`src/logic/acfg_pkg.sv`:
```
// converter configuration bank: constants, encodings and state types
// assumes one 40 MHz system clock shared by every module that imports it
package acfg_pkg;

	// ----------------------------------------
	// clocks and modulator
	// ----------------------------------------
	localparam logic [26:0] ACFG_CLK_HZ       = 27'h2625a00; // 40000000
	localparam logic [26:0] ACFG_MOD_NORM_HZ  = 27'h003e800; // 256000
	localparam logic [26:0] ACFG_MOD_TURBO_HZ = 27'h007d000; // 512000
	localparam int          ACFG_MOD_GAP_MIN  = int'(ACFG_CLK_HZ / ACFG_MOD_TURBO_HZ);

	// interface timeout, in modulator periods
	localparam logic [14:0] ACFG_TMO_NORM  = 15'h3683; // 13955
	localparam logic [14:0] ACFG_TMO_TURBO = 15'h6d06; // 27910

	// ----------------------------------------
	// serial command byte: op[7:4] reg[3:2] count-1[1:0]
	// ----------------------------------------
	localparam logic [3:0] ACFG_OP_READ  = 4'h2;
	localparam logic [3:0] ACFG_OP_WRITE = 4'h4;
	localparam int         ACFG_OP_MSB   = 7;
	localparam int         ACFG_OP_LSB   = 4;
	localparam int         ACFG_RA_MSB   = 3;
	localparam int         ACFG_RA_LSB   = 2;
	localparam int         ACFG_CNT_MSB  = 1;
	localparam logic [2:0] ACFG_BIT_LAST = 3'h7;

	// ----------------------------------------
	// register map and fields
	// ----------------------------------------
	localparam logic [1:0] ACFG_REG_INPUT_GAIN = 2'h0;
	localparam logic [1:0] ACFG_REG_RATE_MODE  = 2'h1;
	localparam logic [1:0] ACFG_REG_REF_FILT   = 2'h2;
	localparam logic [1:0] ACFG_REG_CUR_ROUTE  = 2'h3;
	localparam logic [7:0] ACFG_REG_RESET      = 8'h00;
	localparam int         ACFG_MUX_MSB        = 7;
	localparam int         ACFG_MUX_LSB        = 4;
	localparam int         ACFG_MODE_MSB       = 4;
	localparam int         ACFG_MODE_LSB       = 3;

	localparam logic [1:0] ACFG_MODE_NORMAL = 2'h0;
	localparam logic [1:0] ACFG_MODE_DUTY   = 2'h1;
	localparam logic [1:0] ACFG_MODE_TURBO  = 2'h2;

	typedef enum logic [2:0] {
		ACFG_ST_CMD = 3'b001,
		ACFG_ST_WR  = 3'b010,
		ACFG_ST_RD  = 3'b100
	} acfg_state_t;

endpackage : acfg_pkg

```
`src/logic/acfg_regs.sv`:
```
// configuration register bank behind a mode-1 serial slave port
// assumes pins arrive asynchronously; powerdown comes from the 40 MHz domain
`timescale 1ns/100ps

module acfg_regs
	import acfg_pkg::*;
(
	input  wire logic       i_clk,
	input  wire logic       i_reset_n,
	input  wire logic       i_cs_n,
	input  wire logic       i_sclk,
	input  wire logic       i_din,
	input  wire logic       i_powerdown,
	output logic            o_dout,
	output logic            o_dout_oe,
	output logic [7:0]      o_input_gain_config,
	output logic [7:0]      o_rate_mode_config,
	output logic [7:0]      o_reference_filter_excitation_config,
	output logic [7:0]      o_current_routing_ready_config,
	output logic            o_mod_tick,
	output logic            o_mod_active,
	output logic [1:0]      o_ain_pos,
	output logic [1:0]      o_ain_neg,
	output logic            o_neg_is_supply
);

	// ----------------------------------------
	// state
	// ----------------------------------------
	typedef struct packed {
		acfg_state_t     st;
		logic [7:0]      sh;
		logic [2:0]      bitcnt;
		logic [1:0]      ptr;
		logic [1:0]      remain;
		logic [7:0]      out_sh;
		logic            dout;
		logic            oe;
		logic [3:0][7:0] cfg;
		logic [25:0]     acc;
		logic            tick;
		logic [1:0]      duty;
		logic            active;
		logic [14:0]     tmo;
		logic            sclk_prev;
		logic [4:0]      pair;
	} acfg_regs_t;

	acfg_regs_t r_q;
	acfg_regs_t r_d;

	logic cs_lvl;
	logic sclk_lvl;
	logic din_lvl;
	logic rise;
	logic fall;
	logic wr_now;
	logic rd_load;
	logic [7:0] rd_val;

	// ----------------------------------------
	// pin synchronisers
	// ----------------------------------------
	logic [2:0] pins;
	logic [2:0] lvls;
	localparam logic [2:0] PIN_INIT = 3'h4;

	assign pins = {i_cs_n, i_sclk, i_din};

	for (genvar g = 0; g < 3; g++) begin : g_sync
		acfg_sync #(
			.P_INIT (PIN_INIT[g])
		) u_sync (
			.i_clk     (i_clk),
			.i_reset_n (i_reset_n),
			.i_pin     (pins[g]),
			.o_level   (lvls[g])
		);
	end

	assign cs_lvl   = lvls[2];
	assign sclk_lvl = lvls[1];
	assign din_lvl  = lvls[0];

	// supply-referenced codes return the positive input and a flag
	function automatic logic [4:0] acfg_pair(input logic [3:0] m);
		logic [4:0] p;
		p = 5'h00;
		unique case (m)
			4'h0: p = 5'h01;
			4'h1: p = 5'h02;
			4'h2: p = 5'h03;
			4'h3: p = 5'h06;
			4'h4: p = 5'h07;
			4'h5: p = 5'h0b;
			4'h6: p = 5'h04;
			4'h7: p = 5'h0e;
			4'h8, 4'h9, 4'ha, 4'hb: p = {1'b1, m[1:0], 2'h0};
			default: p = 5'h00;
		endcase
		return p;
	endfunction : acfg_pair

	// ----------------------------------------
	// next state
	// ----------------------------------------
	logic [26:0] sum;
	logic [1:0]  mode;
	logic [14:0] tmo_lim;
	logic [7:0]  byte_in;

	always_comb begin
		r_d     = r_q;
		r_d.tick = 1'b0;
		wr_now  = 1'b0;
		rd_load = 1'b0;
		rd_val  = 8'h00;
		mode    = r_q.cfg[ACFG_REG_RATE_MODE][ACFG_MODE_MSB:ACFG_MODE_LSB];
		tmo_lim = (mode == ACFG_MODE_TURBO) ? ACFG_TMO_TURBO : ACFG_TMO_NORM;
		byte_in = {r_q.sh[6:0], din_lvl};
		rise    = sclk_lvl && !r_q.sclk_prev && !cs_lvl;
		fall    = !sclk_lvl && r_q.sclk_prev && !cs_lvl;
		sum     = 27'h0;

		// fractional divider keeps the average rate exact from 40 MHz
		if (!i_powerdown) begin
			sum = {1'b0, r_q.acc} +
				((mode == ACFG_MODE_TURBO) ? ACFG_MOD_TURBO_HZ : ACFG_MOD_NORM_HZ);
			if (sum >= ACFG_CLK_HZ) begin
				r_d.acc  = 26'(sum - ACFG_CLK_HZ);
				r_d.tick = 1'b1;
			end else begin
				r_d.acc = sum[25:0];
			end
		end
		if (r_d.tick) begin
			r_d.duty = r_q.duty + 2'h1;
		end
		r_d.active = !i_powerdown &&
			(mode != ACFG_MODE_DUTY || r_d.duty == 2'h0);

		r_d.sclk_prev = sclk_lvl;
		r_d.oe        = !cs_lvl;

		if (cs_lvl) begin
			// deselect ends any frame; a select tied low gets here only in the first cycles after reset
			r_d.st     = ACFG_ST_CMD;
			r_d.bitcnt = 3'h0;
			r_d.out_sh = 8'h00;
			r_d.dout   = 1'b0;
			r_d.tmo    = 15'h0;
		end else begin
			if (rise) begin
				r_d.dout   = r_q.out_sh[7];
				r_d.out_sh = {r_q.out_sh[6:0], 1'b0};
			end
			if (rise || fall) begin
				r_d.tmo = 15'h0;
			end else if (r_q.tick && (r_q.bitcnt != 3'h0 || r_q.st != ACFG_ST_CMD)) begin
				if (r_q.tmo >= tmo_lim - 15'h1) begin
					r_d.st     = ACFG_ST_CMD;
					r_d.bitcnt = 3'h0;
					r_d.tmo    = 15'h0;
				end else begin
					r_d.tmo = r_q.tmo + 15'h1;
				end
			end
			if (fall) begin
				r_d.sh     = byte_in;
				r_d.bitcnt = r_q.bitcnt + 3'h1;
				if (r_q.bitcnt == ACFG_BIT_LAST) begin
					unique case (r_q.st)
						ACFG_ST_CMD: begin
							r_d.ptr    = byte_in[ACFG_RA_MSB:ACFG_RA_LSB];
							r_d.remain = byte_in[ACFG_CNT_MSB:0];
							if (byte_in[ACFG_OP_MSB:ACFG_OP_LSB] == ACFG_OP_READ) begin
								r_d.st  = ACFG_ST_RD;
								rd_load = 1'b1;
								rd_val  = r_q.cfg[byte_in[ACFG_RA_MSB:ACFG_RA_LSB]];
							end else if (byte_in[ACFG_OP_MSB:ACFG_OP_LSB] == ACFG_OP_WRITE) begin
								r_d.st = ACFG_ST_WR;
							end
						end
						ACFG_ST_WR: begin
							// no busy gating: conversions read the new value next cycle
							r_d.cfg[r_q.ptr] = byte_in;
							wr_now           = 1'b1;
							r_d.ptr          = r_q.ptr + 2'h1;
							if (r_q.remain == 2'h0) begin
								r_d.st = ACFG_ST_CMD;
							end else begin
								r_d.remain = r_q.remain - 2'h1;
							end
						end
						ACFG_ST_RD: begin
							if (r_q.remain == 2'h0) begin
								r_d.st = ACFG_ST_CMD;
							end else begin
								r_d.remain = r_q.remain - 2'h1;
								r_d.ptr    = r_q.ptr + 2'h1;
								rd_load    = 1'b1;
								rd_val     = r_q.cfg[r_q.ptr + 2'h1];
							end
						end
						default: r_d.st = ACFG_ST_CMD;
					endcase
				end
			end
			if (rd_load) begin
				r_d.out_sh = rd_val;
			end
		end

		r_d.pair = acfg_pair(r_d.cfg[ACFG_REG_INPUT_GAIN][ACFG_MUX_MSB:ACFG_MUX_LSB]);
	end

	// powerdown is not a term here, so contents survive it
	always_ff @(posedge i_clk) begin
		if (!i_reset_n) begin
			r_q        <= '0;
			r_q.st     <= ACFG_ST_CMD;
			r_q.cfg    <= {4{ACFG_REG_RESET}};
			r_q.sclk_prev <= 1'b0;
			r_q.pair   <= 5'h01;
		end else begin
			r_q <= r_d;
		end
	end

	assign o_dout                               = r_q.dout;
	assign o_dout_oe                            = r_q.oe;
	assign o_input_gain_config                  = r_q.cfg[ACFG_REG_INPUT_GAIN];
	assign o_rate_mode_config                   = r_q.cfg[ACFG_REG_RATE_MODE];
	assign o_reference_filter_excitation_config = r_q.cfg[ACFG_REG_REF_FILT];
	assign o_current_routing_ready_config       = r_q.cfg[ACFG_REG_CUR_ROUTE];
	assign o_mod_tick                           = r_q.tick;
	assign o_mod_active                         = r_q.active;
	assign o_neg_is_supply                      = r_q.pair[4];
	assign o_ain_pos                            = r_q.pair[3:2];
	assign o_ain_neg                            = r_q.pair[1:0];

	// ----------------------------------------
	// checks
	// ----------------------------------------
	logic [7:0] gap_q;
	always_ff @(posedge i_clk) begin
		if (!i_reset_n) begin
			gap_q <= 8'hff;
		end else if (r_q.tick) begin
			gap_q <= 8'h01;
		end else if (gap_q != 8'hff) begin
			gap_q <= gap_q + 8'h01;
		end
	end
endmodule : acfg_regs

```
`src/logic/acfg_sync.sv`:
```
// three-stage pin synchroniser with agreement filter
// assumes an asynchronous pin input and the 40 MHz system clock
`timescale 1ns/100ps

module acfg_sync
	import acfg_pkg::*;
#(
	parameter logic P_INIT = 1'b0
) (
	input  wire logic i_clk,
	input  wire logic i_reset_n,
	input  wire logic i_pin,
	output logic      o_level
);

	typedef struct packed {
		logic s1;
		logic s2;
		logic s3;
		logic lvl;
	} acfg_sync_t;

	acfg_sync_t r_q;
	acfg_sync_t r_d;

	// the first stage feeds only the second; level moves when stages 2 and 3 agree
	always_comb begin
		r_d    = r_q;
		r_d.s1 = i_pin;
		r_d.s2 = r_q.s1;
		r_d.s3 = r_q.s2;
		if (r_q.s2 == r_q.s3) begin
			r_d.lvl = r_q.s3;
		end
	end

	always_ff @(posedge i_clk) begin
		if (!i_reset_n) begin
			r_q <= {4{P_INIT}};
		end else begin
			r_q <= r_d;
		end
	end

	assign o_level = r_q.lvl;

endmodule : acfg_sync

```
`config.mk`:
```
export PLATFORM = sky130hd
export DESIGN_NAME = acfg_regs
export DESIGN_NICKNAME = d
export VERILOG_FILES = /design/src/logic/acfg_pkg.sv /design/src/logic/acfg_regs.sv /design/src/logic/acfg_sync.sv
export SDC_FILE = /design/constraint.sdc
export NUM_CORES = 1
export LEC_CHECK = 0
export BUFFER_PORTS_ARGS = -buffer_cell sky130_fd_sc_hd__buf_2
export CAP_MARGIN = 20
export CELL_PAD_IN_SITES_DETAIL_PLACEMENT = 1
export CELL_PAD_IN_SITES_GLOBAL_PLACEMENT = 2
export CORE_MARGIN = 2
export CORE_UTILIZATION = 33
export DETAILED_ROUTE_END_ITERATION = 8
export PLACE_DENSITY_LB_ADDON = 0.1
export SKIP_CTS_REPAIR_TIMING = 1
export SLEW_MARGIN = 40
export SYNTH_ARGS = -nofsm -noshare
export SYNTH_HDL_FRONTEND = slang
export SYNTH_SLANG_ARGS = --single-unit
export TNS_END_PERCENT = 20
```
`constraint.sdc`:
```
create_clock -name i_clk -period 3.4 [get_ports i_clk]
set_input_delay 0.51 -clock i_clk [delete_from_list [all_inputs] [get_ports i_clk]]
set_output_delay 0.51 -clock i_clk [all_outputs]
set_load 0.05 [all_outputs]
```
==> summary.md <==
| Metric | Value |
|---|---|
| Status | finished clean |
| Class of the worst hold path | primary input to flip-flop |
| Seq/Total Area, Yosys | 0.341 |
| CTS sink cnt | 113 |
| Worst path required time | between 3 and 4 ns |
| Critical-path cell list | nor2b_4, inv_4, ha_4, buf_4, nand2_2, a41o_4, a21oi_2, xor2_1, nor3b_4, a211oi_2, or4_4, and3_1, o21a_1 |
| CTS H-Tree Depth | 4 |
| Final setup fails | 0 |
| Worst Path Max Fanout | 7 |
| Total grt overflow | 0 |
| WL final | about 21 mm |
| RSZ-0062 raised after global routing | true |
| Area contributors post-synth | dfxtp_1 34%, nand2_1 5.9%, mux4_2 5.4% |
| Power per cell area | 462 nW/um^2 |
| Buffers & Inverters on Critical Path | 2 |
| Largest area contributor in the netlist | dfxtp_1 |
| DRC Markers | 0 |
| Die width | 146 um |
| DR pass1 iterations | 5 |
| Synthesized cell area | 6640 um^2 |
| Worst skew pair latency | 0.42 ns |
| Crit path max-delay family | simple AND/OR/NAND/NOR gates |
| Die height | 146 um |
| Largest net degree at the start of global routing | 39 |
| Fillers | 2364 |
| # diodes | 0 |
| Core Area | between 15000 and 20000 um^2 |
| Vias in the first global route | 6070 |
| Peak supply drop | 318 uV |
| Least-Margin Pin Slew | 0.795 ns |
| Syn Area/Cell | 8.29 um^2 |
| DIE AREA | 21300 um^2 |
| Layout area overhead | 16.9% |
| Rows | around 50 |
| Vias/cell | 5.38 |
| IO buf count | 46 |
| IO Pins | 47 |
| Net Count, Synth | 825 |
| Setup crit end kind | flip-flop |
| Final period util | 0.971 |
| Initial Util | 0.339 |
| DRT antenna net count | 0 |
| Yosys warns | 0 |
| Reg clk slew, reported paths | 0.06 ns |
| Fraction of layout cells with a size suffix above 1 | 0.219 |
| Startpoint types | flip-flop |
| Synthesized flop and latch total | 113 |
| RD Place Congestion | 0.870 |
| DR iter-0 viols | 262 |
| CTS tree | yes |
| Clk_skew | 0.0108 ns |
| Global-route wire length before repair | 33.7 mm |
| Clock buffer count from CTS | 17 |
| Total Nets Final | 848 |
| Worst path arrival time | 3.61 ns |
| Fin. Hold Viols | 0 |
| Final instance area | 7760 um^2 |
| Yosys cell types | 79 |
| Top-area cell type share of the netlist area | 0.341 |
| Setup CP Type | flip-flop to flip-flop |
| Gr usage total | 0.198 |
| Initial antenna violation count | 0 |
| Vias | between 5k and 6k |
| Leak pwr | 0.00282 uW |
| Max-slew headroom | 0.470 |
| Post-route setup slack | 0.0977 ns |
| Drt wl/cell | 19.0 um |
| Pre-CTS WS | -0.104 ns |
| Fraction of registers with async set/reset | 0 |
| Main synth FF type | dfxtp_1 |
| Crit path time final | between 3 and 4 ns |
| Root buffer cell | clkbuf_16 |
| EDFF count, synth | 0 |
| Max-slew violations | 0 |
| Maximum buffer depth of the clock tree | 2 |
| Setup TNS | 0 ns |
| FMAX | about 300 MHz |
| Worst path max stage delay | 0.43 ns |
| Placed cell areas | 7080 um^2 |
| Max Cap Viol | 0 |
| Placed wire-length estimate | 15.0 mm |
| Mapped Cells | 801 |
| Slowest stage cell, crit path | or4_4 |
stage by stage:
stage / std cells / util / power (uW) / hold WS (ns)
floorplan: 801 / - / 1650 / 0.386
global placement: 1067 / 0.361 / 1790 / 0.405
detailed placement: 1067 / 0.361 / 1790 / 0.403
CTS: 1099 / 0.391 / 3600 / 0.256
global route: 1102 / 0.396 / 3720 / 0.276
finish: 1102 / 0.396 / 3580 / 0.272
power breakdown:
part           switching [uW]  internal (uW)  leakage (uW)
logic                     238            173       0.00163
registers                36.8           1340      0.000914
clock network             762           1030      0.000277
cells by family (layout without fill, tap and decap cells):
logic type / after synthesis / count (layout) / share of synthesized area
AND/OR/NAND/NOR: 302 / 302 / 0.223
AO/OA/AOI/OAI: 189 / 189 / 0.186
flip-flops: 113 / 113 / 0.341
buffers and inverters: 108 / 144 / 0.0842
multiplexers: 37 / 37 / 0.0865
XOR/XNOR: 32 / 32 / 0.0422
adder cells (fa/ha/maj): 20 / 20 / 0.0369
cell type report:
class                           count  area, um^2  area share
Multi-Input combinational cell    580        3940       0.508
Sequential cell                   113        2260       0.292
Timing Repair Buffer               90         564      0.0727
Clock buffer                       17         425      0.0548
Tap cell                          265         332      0.0427
Clock inverter                     15         153      0.0197
Inverter                           22        85.1      0.0110
sequential cells by signal, summed over array words and instances, names as in the netlist:
register and count:
byte_in 7, o_ain_neg 2, r_q 53, o_rate_mode_config 8
o_current_routing_ready_config 8, g_sync.u_sync.r_d 6, o_input_gain_config 8, o_dout 1
o_mod_active 1, o_dout_oe 1, o_mod_tick 1, g_sync.u_sync.r_q 3
o_ain_pos 2, o_neg_is_supply 1, g_sync.u_sync.o_level 3, o_reference_filter_excitation_config 8
synth_stat cells, drive strengths merged, types with 8 or more instances:
master and count:
dfxtp 113, nand2 105, a21oi 67, nor2 63, buf 45, nand3 45
o21ai 44, clkbuf 41, inv 22, ha 18, mux2i 18, nand2b 17
xnor2 17, mux4 16, xor2 15, a31oi 13, and2 11, nor3 11
nand4 9, a211oi 8
layout by cell type (no fill, tap or decap), types with 9 or more instances in the layout:
cell and count:
nand2_1 104, xor2_1 15, mux4_2 16, and2_1 11, a21oi_1 64, nand2b_1 17, buf_4 43, o21ai_0 40
clkbuf_16 17, inv_1 19, nor3_1 11, nand3_1 44, ha_1 15, nor2_1 63, mux2i_1 17, xnor2_1 15
nand4_1 9, a31oi_1 11, buf_2 46, dfxtp_1 112
routing by layer:
| layer | routed length [um] | part of all wire | track usage |
|---|---|---|---|
| met5 | 0 | 0 | 0 |
| met4 | 165 | 0.0079 | 0.0515 |
| met1 | 9680 | 0.46 | 0.256 |
| met2 | 10500 | 0.50 | 0.342 |
| met3 | 532 | 0.025 | 0.0361 |
path summary, 6_finish.rpt:
kind,slack (ns),cells after the start,to,start
setup / recovery,0.1,13,r_q[44],o_rate_mode_config[4]
hold / removal,0.27,2,g_sync[2].u_sync.r_d[2],i_cs_n
setup reg to reg,0.1,13,r_q[44],o_rate_mode_config[4]
hold reg to reg,0.42,1,g_sync[2].u_sync.r_d[1],g_sync[2].u_sync.r_d[2]
worst register-to-register path, cell delays in order, from the launching register on:
cell      delay [ns]
dfxtp_1         0.33
nor2b_4         0.18
inv_4           0.07
ha_4            0.33
buf_4           0.14
nand2_2         0.10
a41o_4          0.33
a21oi_2         0.20
xor2_1          0.22
nor3b_4         0.33
a211oi_2        0.18
or4_4           0.43
and3_1          0.19
o21a_1          0.18
Note: power is estimated with default switching activity, not from simulation.
